## src/pkg/cpif_pkg.sv

```systemverilog
package cpif_pkg;

   // ==========================================================
   // operation word fields
   localparam logic [3:0] LINEF_CODE = 4'hf;
   localparam int         LINE_LSB   = 12;
   localparam int         LINE_W     = 4;
   localparam int         SEL_LSB    = 9;
   localparam int         SEL_W      = 3;
   localparam int         TYPE_LSB   = 6;
   localparam int         TYPE_W     = 3;

   // ==========================================================
   // cpu space encoding of a coprocessor access
   localparam logic [2:0] FC_CPU_SPACE    = 3'h7;
   localparam logic [3:0] CPU_TYPE_COPROC = 4'h2;
   localparam int         CT_LSB          = 16;
   localparam int         SEL_ADDR_LSB    = 13;
   localparam int         REG_W           = 5;
   localparam logic [2:0] SEL_NONE        = 3'h0;

   // ==========================================================
   // interface register byte offsets (a4..a0)
   localparam logic [4:0] OFS_RESPONSE  = 5'h00;
   localparam logic [4:0] OFS_CONTROL   = 5'h02;
   localparam logic [4:0] OFS_SAVE      = 5'h04;
   localparam logic [4:0] OFS_RESTORE   = 5'h06;
   localparam logic [4:0] OFS_OPWORD    = 5'h08;
   localparam logic [4:0] OFS_COMMAND   = 5'h0a;
   localparam logic [4:0] OFS_CONDITION = 5'h0e;
   localparam logic [4:0] OFS_OPERAND   = 5'h10;
   localparam logic [4:0] OFS_REGSEL    = 5'h14;
   localparam logic [4:0] OFS_INSTR_PTR = 5'h18;
   localparam logic [4:0] OFS_OPND_PTR  = 5'h1c;

   // ==========================================================
   // carriers
   typedef struct packed {
      logic [31:0] addr;
      logic [2:0]  fc;
      logic        rd;     // 1 read, 0 write
      logic        word;   // 16-bit access, data in low half
      logic [31:0] wdata;
   } cpif_bus_t;

   typedef struct packed {
      logic [31:0] ea;
      logic [2:0]  space;
      logic        to_cop; // 1 memory to coprocessor
      logic [4:0]  interface_register;
   } cpif_xfer_t;

   localparam cpif_bus_t BUS_IDLE = '0;

endpackage : cpif_pkg

```

## src/core/cpif_sync.sv

```systemverilog
`timescale 1ns/10ps
`default_nettype none

module cpif_sync #(
   parameter int WIDTH = 1
) (
   input  wire logic             clk_i,
   input  wire logic             rst_i,
   input  wire logic [WIDTH-1:0] async_i,
   output logic      [WIDTH-1:0] sync_o
);

   logic [WIDTH-1:0] meta_r;

   // ==========================================================
   // two stages; the first is read only by the second
   always_ff @(posedge clk_i) begin
      if (rst_i) begin
         meta_r <= '0;
         sync_o <= '0;
      end else begin
         meta_r <= async_i;
         sync_o <= meta_r;
      end
   end

endmodule : cpif_sync

`default_nettype wire

```

## src/core/cpif_engine.sv

```systemverilog
// Overview of operation
// - only words with top four bits all ones are coprocessor candidates
// - selector comes from bits 11..9 of the first word
// - a line-f word with selector zero is no coprocessor instruction
// - selector zero with nonzero type raises unimplemented, no dialogue
// - no selector-zero interface cycle except via alternate space move
// - interface registers reached only in cpu space function code
// - cycle type 0010 on address 19..16 during coprocessor access
// - selector copied onto address 15..13 on every interface register access except the alternate space move
// - seven coprocessors (selectors 1 to 7) told apart by the three selector lines
// - address 31..20 and 12..5 are zero during access
// - address 4..0 pick the interface register
// - result to memory: read interface register, then write memory
// - operand to coprocessor: read memory, then write interface register
// - accesses are ordinary asynchronous cycles closed by handshake
// - after writing the command, read the response register
`timescale 1ns/10ps
`default_nettype none

module cpif_engine (
   input  wire logic                 clk_i,
   input  wire logic                 rst_i,
   input  wire logic                 op_valid_i,
   input  wire logic [15:0]          op_word_i,
   input  wire logic [15:0]          cmd_word_i,
   input  wire logic                 resp_req_i,
   input  wire logic                 xfer_valid_i,
   input  wire cpif_pkg::cpif_xfer_t xfer_i,
   input  wire logic                 alt_valid_i,
   input  wire cpif_pkg::cpif_bus_t  alt_i,
   input  wire logic                 bus_ack_i,
   input  wire logic [31:0]          bus_rdata_i,
   output logic                      bus_req_o,
   output cpif_pkg::cpif_bus_t       bus_o,
   output logic                      busy_o,
   output logic                      resp_valid_o,
   output logic [15:0]               resp_word_o,
   output logic                      unimpl_o,
   output logic                      linef_o,
   output logic                      xfer_done_o,
   output logic [31:0]               xfer_data_o
);
   import cpif_pkg::*;

   typedef enum logic [2:0] {
      ST_IDLE,
      ST_CMD_WR,
      ST_RESP_RD,
      ST_MEM_RD,
      ST_CIR_WR,
      ST_CIR_RD,
      ST_MEM_WR,
      ST_ALT
   } cpif_state_t;

   cpif_state_t       state_r;
   cpif_state_t       state_nxt;
   logic [SEL_W-1:0]  sel_r;
   cpif_xfer_t        xfer_r;
   logic [31:0]       data_r;
   cpif_bus_t         bus_r;
   cpif_bus_t         bus_nxt;
   logic              bus_req_r;
   logic              cyc_busy_r;
   logic              start_nxt;
   logic              ack_s;
   logic              cyc_done;
   logic              op_take;
   logic [SEL_W-1:0]  op_sel;
   logic [TYPE_W-1:0] op_type;

   // ==========================================================
   // helpers

   // line-f test on the first instruction word
   function automatic logic is_linef(input logic [15:0] w);
      return w[LINE_LSB +: LINE_W] == LINEF_CODE;
   endfunction : is_linef

   // cpu space cycle to one interface register of one coprocessor
   function automatic cpif_bus_t cir_cycle(input logic [SEL_W-1:0] sel,
                                           input logic [REG_W-1:0] ofs,
                                           input logic             rd,
                                           input logic             word,
                                           input logic [31:0]      wd);
      cpif_bus_t c;
      c       = BUS_IDLE;
      c.fc    = FC_CPU_SPACE;
      c.addr[CT_LSB +: 4] = CPU_TYPE_COPROC;
      c.addr[SEL_ADDR_LSB +: SEL_W] = sel;
      // register select lines; rest stay zero
      c.addr[REG_W-1:0] = ofs;
      c.rd    = rd;
      c.word  = word;
      c.wdata = wd;
      return c;
   endfunction : cir_cycle

   // ==========================================================
   // handshake input synchroniser; read data is only sampled
   // once the acknowledge is seen, so it is held stable by then
   cpif_sync #(
      .WIDTH (1)
   ) u_ack_sync (
      .clk_i   (clk_i),
      .rst_i   (rst_i),
      .async_i (bus_ack_i),
      .sync_o  (ack_s)
   );

   // ==========================================================
   // operation word decode
   assign op_sel   = op_word_i[SEL_LSB +: SEL_W];
   assign op_type  = op_word_i[TYPE_LSB +: TYPE_W];
   assign op_take  = (state_r == ST_IDLE) && op_valid_i &&
                     is_linef(op_word_i) && (op_sel != SEL_NONE);
   // a cycle is over once strobe and acknowledge are both back low
   assign cyc_done = cyc_busy_r && !bus_req_r && !ack_s;

   // ==========================================================
   // sequencing of bus cycles
   always_comb begin
      state_nxt = state_r;
      bus_nxt   = bus_r;
      start_nxt = 1'b0;
      case (state_r)
         ST_IDLE: begin
            if (op_take) begin
               state_nxt = ST_CMD_WR;
               start_nxt = 1'b1;
               bus_nxt   = cir_cycle(op_sel, OFS_COMMAND, 1'b0, 1'b1,
                                     {16'h0, cmd_word_i});
            end else if (op_valid_i) begin
               state_nxt = ST_IDLE;
            end else if (resp_req_i && sel_r != SEL_NONE) begin
               state_nxt = ST_RESP_RD;
               start_nxt = 1'b1;
               bus_nxt   = cir_cycle(sel_r, OFS_RESPONSE, 1'b1, 1'b1,
                                     32'h0);
            end else if (xfer_valid_i && sel_r != SEL_NONE) begin
               start_nxt = 1'b1;
               if (xfer_i.to_cop) begin
                  state_nxt  = ST_MEM_RD;
                  bus_nxt    = BUS_IDLE;
                  bus_nxt.addr  = xfer_i.ea;
                  bus_nxt.fc    = xfer_i.space;
                  bus_nxt.rd    = 1'b1;
               end else begin
                  state_nxt = ST_CIR_RD;
                  bus_nxt   = cir_cycle(sel_r, xfer_i.interface_register, 1'b1, 1'b0,
                                        32'h0);
               end
            end else if (alt_valid_i) begin
               // the only path to a selector-zero access
               state_nxt = ST_ALT;
               start_nxt = 1'b1;
               bus_nxt   = alt_i;
            end
         end
         ST_CMD_WR: begin
            if (cyc_done) begin
               state_nxt = ST_RESP_RD;
               start_nxt = 1'b1;
               bus_nxt   = cir_cycle(sel_r, OFS_RESPONSE, 1'b1, 1'b1,
                                     32'h0);
            end
         end
         ST_MEM_RD: begin
            if (cyc_done) begin
               state_nxt = ST_CIR_WR;
               start_nxt = 1'b1;
               bus_nxt   = cir_cycle(sel_r, xfer_r.interface_register, 1'b0, 1'b0,
                                     data_r);
            end
         end
         ST_CIR_RD: begin
            if (cyc_done) begin
               state_nxt     = ST_MEM_WR;
               start_nxt     = 1'b1;
               bus_nxt       = BUS_IDLE;
               bus_nxt.addr  = xfer_r.ea;
               bus_nxt.fc    = xfer_r.space;
               bus_nxt.wdata = data_r;
            end
         end
         ST_RESP_RD, ST_CIR_WR, ST_MEM_WR, ST_ALT: begin
            if (cyc_done) begin
               state_nxt = ST_IDLE;
               bus_nxt   = BUS_IDLE;
            end
         end
         default: begin
            state_nxt = ST_IDLE;
            bus_nxt   = BUS_IDLE;
         end
      endcase
   end

   // ==========================================================
   // state and cycle descriptor
   always_ff @(posedge clk_i) begin
      if (rst_i) begin
         state_r <= ST_IDLE;
         bus_r   <= BUS_IDLE;
      end else begin
         state_r <= state_nxt;
         bus_r   <= bus_nxt;
      end
   end

   // ==========================================================
   // selector and transfer request capture
   always_ff @(posedge clk_i) begin
      if (rst_i) begin
         sel_r  <= SEL_NONE;
         xfer_r <= '0;
      end else begin
         // selector kept for the whole dialogue
         if (op_take) begin
            sel_r <= op_sel;
         end
         if (state_r == ST_IDLE && xfer_valid_i) begin
            xfer_r <= xfer_i;
         end
      end
   end

   // ==========================================================
   // asynchronous strobe: raise, hold to acknowledge, drop,
   // then wait for the acknowledge to fall before the next one
   // full four-phase handshake
   always_ff @(posedge clk_i) begin
      if (rst_i) begin
         bus_req_r  <= 1'b0;
         cyc_busy_r <= 1'b0;
      end else if (start_nxt) begin
         bus_req_r  <= 1'b1;
         cyc_busy_r <= 1'b1;
      end else if (bus_req_r && ack_s) begin
         bus_req_r  <= 1'b0;
      end else if (cyc_done) begin
         cyc_busy_r <= 1'b0;
      end
   end

   // ==========================================================
   // read data latch at the acknowledge
   always_ff @(posedge clk_i) begin
      if (rst_i) begin
         data_r <= 32'h0;
      end else if (bus_req_r && ack_s && bus_r.rd) begin
         data_r <= bus_rdata_i;
      end
   end

   // ==========================================================
   // result flags toward the core, one-cycle pulses; response word and transfer data held until next update
   always_ff @(posedge clk_i) begin
      if (rst_i) begin
         resp_valid_o <= 1'b0;
         resp_word_o  <= 16'h0;
         unimpl_o     <= 1'b0;
         linef_o      <= 1'b0;
         xfer_done_o  <= 1'b0;
         xfer_data_o  <= 32'h0;
      end else begin
         resp_valid_o <= (state_r == ST_RESP_RD) && cyc_done;
         if ((state_r == ST_RESP_RD) && cyc_done) begin
            resp_word_o <= data_r[15:0];
         end
         // unimplemented path, no bus cycle started
         unimpl_o <= (state_r == ST_IDLE) && op_valid_i &&
                     is_linef(op_word_i) && (op_sel == SEL_NONE) &&
                     (op_type != '0);
         // plain line-f trap when type is also zero
         linef_o  <= (state_r == ST_IDLE) && op_valid_i &&
                     is_linef(op_word_i) && (op_sel == SEL_NONE) &&
                     (op_type == '0);
         xfer_done_o <= cyc_done && (state_r == ST_CIR_WR ||
                        state_r == ST_MEM_WR || state_r == ST_ALT);
         if (cyc_done) begin
            xfer_data_o <= data_r;
         end
      end
   end

   // ==========================================================
   // outputs straight from flops
   assign bus_req_o = bus_req_r;
   assign bus_o     = bus_r;
   always_ff @(posedge clk_i) begin
      if (rst_i) begin
         busy_o <= 1'b0;
      end else begin
         busy_o <= (state_nxt != ST_IDLE);
      end
   end

   logic cir_state;
   assign cir_state = (state_r == ST_CMD_WR) || (state_r == ST_RESP_RD) ||
                      (state_r == ST_CIR_WR) || (state_r == ST_CIR_RD);
endmodule : cpif_engine

`default_nettype wire

```

## config.mk

```make
export PLATFORM = sky130hd
export DESIGN_NAME = cpif_engine
export DESIGN_NICKNAME = d
export VERILOG_FILES = /design/src/pkg/cpif_pkg.sv /design/src/core/cpif_sync.sv /design/src/core/cpif_engine.sv
export SDC_FILE = /design/constraint.sdc
export NUM_CORES = 1
export LEC_CHECK = 0
export ABC_CLOCK_PERIOD_IN_PS = 4900
export BUFFER_PORTS_ARGS = -buffer_cell sky130_fd_sc_hd__buf_2
export CORE_MARGIN = 5
export CORE_UTILIZATION = 50
export CTS_CLUSTER_DIAMETER = 80
export CTS_CLUSTER_SIZE = 10
export DETAILED_ROUTE_END_ITERATION = 10
export PLACE_DENSITY = 0.8
export SETUP_SLACK_MARGIN = 0.1
export SYNTH_ARGS = -nofsm -noshare
export SYNTH_HDL_FRONTEND = slang
export SYNTH_HIERARCHICAL = 1
export SYNTH_SLANG_ARGS = --single-unit
```

## constraint.sdc

```tcl
create_clock -name clk_i -period 4.9 [get_ports clk_i]
set_input_delay 0.245 -clock clk_i [delete_from_list [all_inputs] [get_ports clk_i]]
set_output_delay 0.245 -clock clk_i [all_outputs]
set_load 0.02 [all_outputs]
```

# Word-level counts from Yosys, hierarchy flattened
# Cells that the tools add are included.
# W data, S select, Z words.
# classes
eq_ne	15
muxes	34
reduce_logical	32
# op_table
operator	n
$mux W69	10
$pmux W69 S5	1
$mux W3	10
$logic_and A1 B1 Y1	15
$pmux W3 S5	1
$eq A3 B3 Y1 const B	4
$reduce_bool A3 Y1	4
$mux W1	11
$ne A2 B2 Y1 const B	5
$logic_not A3 Y1	3
$eq A3 B2 Y1 const B	2
$reduce_and A6 Y1	1
$ne A5 B3 Y1 const B	1
$eq A4 B4 Y1 const B	1
$reduce_bool A2 Y1	2
$reduce_or A4 Y1	1
$eq A3 B1 Y1 const B	1
$ne A3 B3 Y1 const B	1
$reduce_or A3 Y1	1
$logic_not A1 Y1	2
$logic_or A1 B1 Y1	2
$pmux W1 S2	1
$reduce_and A2 Y1	1
# totals
ff_bits	204
in_bits	181
word_cells	103

# Longest topological paths before layout
# Gate-level depths: netlist of the first run.
# logic_depth
depth_word	9
ltp_mapped	8
mapped_depth_nobuf	4

# Cells and area by module
# The synthesis of the first run kept the hierarchy.
# by_module_without_submodules
module	instances	cells_per_inst	area_each_um2	seq_area_each_um2
cpif_engine	1	1083	8919.8	4043.9
cpif_sync	1	4	52.6	40.0

# Worst setup path before layout of the first run
# OpenSTA, ideal clock, no wires.
# synth_path
path_type	flip-flop to flip-flop
startpoint	reg state_r[0]
endpoint	reg bus_r (netlist bit bus_o[41])
t_arrival_ns	1.790
required_ns	4.771
slack_ns	2.981
path_stages_with_launch	9
synth_period_minus_slack_ns	1.919
path_cell_list	dfxtp_1 > buf_6 > or3_1 > buf_4 > nor4_4 > or3_1 > buf_2 > buf_2 > a31oi_1
# synth_via
elab_chain_cells	6
elab_cells_between_ends	21
# synth_rtl
element	line_no	text
from (decl)	cpif_engine.sv:56	cpif_state_t state_r;
from (signal assigned)	cpif_engine.sv:206	state_r <= state_nxt;
$logic_not A3 Y1	cpif_engine.sv:115, cpif_engine.sv:126	
$logic_and A1 B1 Y1 (2 in series)	cpif_engine.sv:115	assign op_take = (state_r == ST_IDLE) && op_valid_i &&
$logic_and A1 B1 Y1	cpif_engine.sv:116	is_linef(op_word_i) && (op_sel != SEL_NONE);
$ne A5 B3 Y1 (no source line), or another cell as far along	n/a	
$reduce_and A6 Y1 (no source line) / $pmux W69 S5 (equally long branches)	n/a	
to (signal assigned)	cpif_engine.sv:207	bus_r <= bus_nxt;
to (decl)	cpif_engine.sv:61	cpif_bus_t bus_r;
# Parallel ways exist; a longest one is shown, timed or not.
# A chain may end at the register's enable or synchronous reset.

# Final worst setup path of the first run
# layout_path
startpoint	reg state_r[0]
endpoint	reg bus_r (netlist bit bus_o[15])
# The elaborated chain is that of the path after synthesis.

==> results of run 1 <==
-- cells in the final DEF, fill, tap and decap left out, types with 4 or more instances in the layout --
master	count
buf_2	296
nand2_1	276
dfxtp_1	204
a21oi_1	133
dlygate4sd3_1	67
o41ai_1	66
a31oi_1	51
a22oi_1	34
o211ai_1	28
and2_1	26
and3_1	26
clkbuf_16	25
a22o_1	19
buf_4	19
or3_1	7
diode_2	6
nor2b_1	6
nor3_1	6
mux2i_1	6
o2111ai_1	6
nand2b_1	6
nor2_1	5
inv_1	5
nand3_1	4
a41oi_1	4
nor4_1	4
-- state kept, by name, indices dropped and copies added, names as in the netlist, 3 cells and up --
name         cells
bus_o           69
resp_word_o     16
data_r          32
state_r          3
xfer_data_o     32
xfer_r          40
sel_r            3
-- report_power, final --
group          internal [mW]  total, mW  switching (mW)
sequential              1.79       1.88          0.0858
combinational          0.358      0.971           0.612
clock                  0.892       1.52           0.626
total                   3.04       4.37            1.32
-- cell type report --
type	instances	area, µm²	share of cell area
Clock buffer	25	625.6	0.05305
Sequential cell	204	4084	0.3463
Tap cell	229	286.5	0.02430
Timing Repair Buffer	382	2295	0.1946
Inverter	6	22.52	0.001910
Antenna cell	6	15.01	0.001273
Multi-Input combinational cell	764	4456	0.3778
Clock inverter	1	8.758	0.0007427
-- logic make-up after synthesis --
family | after synthesis | synth area share
AO/OA/AOI/OAI | 368 | 0.2817
buffers and inverters | 119 | 0.05648
flip-flops | 204 | 0.4552
multiplexers | 9 | 0.01046
AND/OR/NAND/NOR | 387 | 0.1962
-- synth_stat cells (4+ instances only) --
master	number	area [µm²]
o2111ai_1	6	52.55
nor2b_1	6	37.54
nor2_1	6	22.52
o41ai_1	66	578.1
buf_1	6	22.52
or3_1	8	50.05
and3_1	26	162.7
nand3_1	4	20.02
buf_4	7	52.55
a22oi_1	34	255.2
buf_2	15	75.07
a22o_1	19	166.4
mux2i_1	6	60.06
and2_1	25	156.4
inv_1	5	18.77
o211ai_1	28	210.2
a21oi_1	133	665.6
nor4_1	4	25.02
a31oi_1	51	319.1
nand2_1	276	1036
dfxtp_1	204	4084
nor3_1	6	30.03
clkbuf_1	83	311.6
nand2b_1	6	37.54
a41oi_1	4	35.03
-- per-layer routing --
layer,share of wire,vias to the layer above,GRT usage
li1,-,4554,-
met1,0.38,4594,0.3640
met2,0.47,590,0.4941
met3,0.098,115,0.06190
met4,0.048,0,0.1254
met5,0,-,0
-- worst paths after layout --
check / startpoint / endpoint / cells after the start
setup / recovery: state_r[0]$_SDFF_PP0_ / bus_o[15]$_SDFFE_PP0P_ / 5
hold reg to reg: u_ack_sync/meta_r$_SDFF_PP0_ / u_ack_sync/sync_o$_SDFF_PP0_ / 1
hold / removal: xfer_i[0] / xfer_r[0]$_SDFFE_PP0P_ / 3
setup reg to reg: state_r[0]$_SDFF_PP0_ / bus_o[15]$_SDFFE_PP0P_ / 5
-- worst register-to-register path: cells and delay by family, from the launching register on --
| kind | cells | cell delay, ns |
|---|---|---|
| DFF | 1 | 0.51 |
| AOI/OAI and AO/OA | 2 | 0.60 |
| buffers and inverters | 1 | 0.81 |
| and+or+nand+nor | 2 | 1.00 |
==> impl_metrics.env, run 1 <==
export IMPL_finalNetCount=1563
export IMPL_grt_max_degree=89
export IMPL_insertion_delay_ns=0.50
export IMPL_cp_required_ns=5.32
export IMPL_root_buffer="clkbuf_16"
export IMPL_max_freq_ghz=0.3334
export IMPL_antenna_found_initial=3
export IMPL_wl_per_cell_um=19.71
export IMPL_fin_crit_sh=0.6122
export IMPL_status="completed"
export IMPL_cpLargestDelayFamily="simple AND/OR/NAND/NOR gates"
export IMPL_syn_to_final_growth_pct=31.43
export IMPL_tritoncts="built"
export IMPL_drv_slew=0
export IMPL_boundaryPins=304
export IMPL_synth_area_um2=8972
export IMPL_cts_buffer_depth=3
export IMPL_rows=49
export IMPL_syn_avg_cell_area_um2=8.254
export IMPL_die_h_um=144.0
export IMPL_grt_pass1_wl_mm=49.21
export IMPL_fin_cells=1617
export IMPL_fin_skew_ns=0.009314
export IMPL_design_area_um2=11790
export IMPL_slew_headroom=0.2156
export IMPL_setup_viol=0
export IMPL_grtUsageTotal=0.2935
export IMPL_ant_nets=0
export IMPL_cap_violations=0
export IMPL_clk_pin_slew_worst_paths_ns=0.06
export IMPL_critPathMaxStageDelay_ns=0.80
export IMPL_peakVddDrop_v=0.0002983
export IMPL_fin_util=0.6610
export IMPL_dp_slack_ns=1.895
export IMPL_wl_mm=31.88
export IMPL_path_class="reg -> reg"
export IMPL_tns_ns=0
export IMPL_grt_pass1_vias=9513
export IMPL_whs_ns=0.01059
export IMPL_yosysUniqueCellTypes=58
export IMPL_num_fill_cells=1489
export IMPL_port_buffer_count=297
export IMPL_finalWorstSetupSlack_ns=1.900
export IMPL_synth_main_ff_cell="dfxtp_1"
export IMPL_place_hpwl_mm=19.53
export IMPL_r2r_setup_slack_ns=1.90
export IMPL_die_area_um2=20720
export IMPL_power_density_nw_per_um2=370.4
export IMPL_ys_ff_latch=204
export IMPL_globalplace_congestion=0.8512
export IMPL_end_kind="flop"
export IMPL_yosys_warnings=6
export IMPL_holdCritPathClass="in -> reg"
export IMPL_die_x_um=144.0
export IMPL_start_util=0.5029
export IMPL_drt_iter0_drc=888
export IMPL_drive_gt1_frac=0.2634
export IMPL_crit_chain="or3_1, nor4_4, buf_4, a22oi_1, a31oi_1"
export IMPL_critPathMaxFanout=86
export IMPL_cts_buffers_inserted=24
export IMPL_async_reset_ff_frac=0
export IMPL_cts_repair_resized=0
export IMPL_hold_violations=0
export IMPL_syn_inst=1087
export IMPL_htreeDepth=1
export IMPL_leakage_nw=4.853
export IMPL_core_area_um2=17840
export IMPL_cp_num_buf_inv=1
export IMPL_num_vias=9853
export IMPL_synth_fp_nets=1268
export IMPL_viasPerCell=6.093
export IMPL_clock_sinks=204
export IMPL_fin_crit_ns=3.000
export IMPL_dr_pass1_iters=8
export IMPL_tightest_slew_ns=1.177
export IMPL_rsz0062_at_grt="false"
export IMPL_place_inst=1518
export IMPL_critPathLaunchType="flop"
export IMPL_synth_edf_count=0
export IMPL_placedInstanceArea_um2=10470
export IMPL_critical_path_slowest_cell="buf_4"
export IMPL_yosysSeqAreaShare=0.4552
export IMPL_drc=0
export IMPL_critical_path_arrival_ns=3.42
export IMPL_grt_remaining_overflow=0
export IMPL_post_cts_buffers=0
export IMPL_ctsHoldBuffers=67
export IMPL_total_power_mw=4.368
Power figures use the tool's default switching activity.
==> run 2, diff against run 1 <==
- ABC_CLOCK_PERIOD_IN_PS: 4900 -> 2590
- CORE_UTILIZATION: 50 -> 46
- PLACE_DENSITY: 0.8 -> 0.77
- clock period: 4.9 -> 2.59 ns (I/O delays scaled with it)
==> run 2 against run 1 <==
  * Sequential power increased by 88%
  * Clock power rose by 89%
  * Maximum frequency grew 27%
  * Critical endpoint is now bus_o[0]$_SDFFE_PP0P_
  * Largest cell class unchanged
  * Largest power group unchanged
  * Highest routed layer unchanged
==> impl_metrics.env, run 2 (synthesized netlist as in run 1, its figures left out) <==
export IMPL_hp_start="cmd_word_i[15]"
export IMPL_finalWorstSetupSlack_ns=0.2277
export IMPL_end_kind="flop"
export IMPL_antenna_found_initial=5
export IMPL_startpoint="bus_req_o$_SDFFE_PP0P_"
export IMPL_grt_pass1_wl_mm=51.18
export IMPL_wl_mm=34.63
export IMPL_hold_violations=0
export IMPL_globalplace_congestion=0.8510
export IMPL_grt_pass1_vias=9751
export IMPL_clock_sinks=204
export IMPL_grtUsageTotal=0.2833
export IMPL_htreeDepth=1
export IMPL_multi_input_area_um2=4473
export IMPL_viasPerCell=5.877
export IMPL_layout_commonest_cell="buf_2"
export IMPL_cp_required_ns=3.05
export IMPL_drv_slew=0
export IMPL_r2r_start="bus_req_o$_SDFFE_PP0P_"
export IMPL_start_util=0.4641
export IMPL_num_fill_cells=1573
export IMPL_wl_per_cell_um=19.90
export IMPL_tightest_slew_ns=0.7338
export IMPL_placedInstanceArea_um2=10720
export IMPL_port_buffer_count=297
export IMPL_critPathLaunchType="flop"
export IMPL_setup_viol=0
export IMPL_fin_crit_sh=0.9121
export IMPL_rsz0062_at_grt="false"
export IMPL_die_area_um2=22400
export IMPL_place_inst=1578
export IMPL_drive_gt1_frac=0.2689
export IMPL_cts_buffer_depth=3
export IMPL_num_vias=10226
export IMPL_place_hpwl_mm=20.86
export IMPL_tritoncts="built"
export IMPL_max_freq_ghz=0.4233
export IMPL_insertion_delay_ns=0.51
export IMPL_core_area_um2=19330
export IMPL_whs_ns=0.01272
export IMPL_path_class="reg -> reg"
export IMPL_fin_util=0.6586
export IMPL_r2r_end="bus_o[0]$_SDFFE_PP0P_"
export IMPL_total_power_mw=8.488
export IMPL_critPathMaxFanout=35
export IMPL_critical_path_arrival_ns=2.82
export IMPL_cap_violations=0
export IMPL_grt_max_degree=87
export IMPL_rows=51
export IMPL_r2r_cells=6
export IMPL_fin_cells=1740
export IMPL_ant_nets=0
export IMPL_drc=0
export IMPL_fin_crit_ns=2.362
export IMPL_largest_register_ffs=69
export IMPL_clk_pin_slew_worst_paths_ns=0.05
export IMPL_cts_buffers_inserted=24
export IMPL_regArea_um2=4084
export IMPL_die_h_um=149.7
export IMPL_status="completed"
export IMPL_min_path_cells=3
export IMPL_dp_slack_ns=0.4006
export IMPL_tns_ns=0
export IMPL_leakage_nw=5.276
export IMPL_holdCritPathClass="in -> reg"
export IMPL_power_density_nw_per_um2=666.6
export IMPL_die_x_um=149.7
export IMPL_design_area_um2=12730
export IMPL_drt_iter0_drc=957
export IMPL_finalNetCount=1650
export IMPL_peakVddDrop_v=0.0005064
export IMPL_syn_to_final_growth_pct=41.92
export IMPL_root_buffer="clkbuf_16"
export IMPL_grt_remaining_overflow=0
export IMPL_fin_skew_ns=0.01617
export IMPL_r2r_setup_slack_ns=0.23
export IMPL_boundaryPins=304
export IMPL_dr_pass1_iters=5
export IMPL_final_cell_mix="296 x buf_2, 276 x nand2_1, 204 x dfxtp_1"
export IMPL_slew_headroom=0.5108
export IMPL_min_to="bus_o[15]$_SDFFE_PP0P_"
## run 2: what timing repair did
action | CTS | global route
resized for setup | 0 | 8
endpoints found under the setup margin | 0 | 2
hold endpoints to repair | 111 | 0
hold buffers | 125 | 0
setup buffers | 0 | 1
## run 2: how the worst max path moves through the flow
stage               depth (start not counted)                endpoint  slack, ns
CTS                                         6   bus_o[1]$_SDFFE_PP0P_       0.12
global placement                            5  bus_o[46]$_SDFFE_PP0P_       0.43
floorplan                                   8  bus_o[41]$_SDFFE_PP0P_       0.67
finish                                      6   bus_o[0]$_SDFFE_PP0P_       0.23
global route                                6   bus_o[0]$_SDFFE_PP0P_       0.14
detailed placement                          5  bus_o[47]$_SDFFE_PP0P_       0.40
## run 2: worst max-delay path: stages (launching register included)
cell	delay, ns
dfxtp_1	0.37
or3b_1	0.59
nor2_4	0.23
buf_12	0.27
o41ai_1	0.10
a31oi_1	0.17
dlygate4sd3_1	0.57
## run 2: layout make-up
| type | instances | share of cell area |
|---|---|---|
| repair buffers | 469 | 0.2499 |
| flip-flops and latches | 204 | 0.3207 |
| multi-input cells | 764 | 0.3513 |
| clock inverters | 2 | 0.001965 |
| diodes | 6 | 0.001179 |
| clock buffers | 24 | 0.04717 |
| well taps | 265 | 0.02604 |
| inverters | 6 | 0.001769 |
## run 2: metal layers
layer | global-route usage | wire length, µm | up-vias
li1 | - | - | 4721
met1 | 0.3552 | 13100 | 4717
met2 | 0.4629 | 16120 | 630
met3 | 0.05875 | 3440 | 158
met4 | 0.1432 | 1972 | 0
met5 | 0 | 0 | -
## run 2: where the power goes
group          internal, mW  switching, mW
clock network          1.63           1.23
registers              3.39          0.133
logic                 0.845           1.25
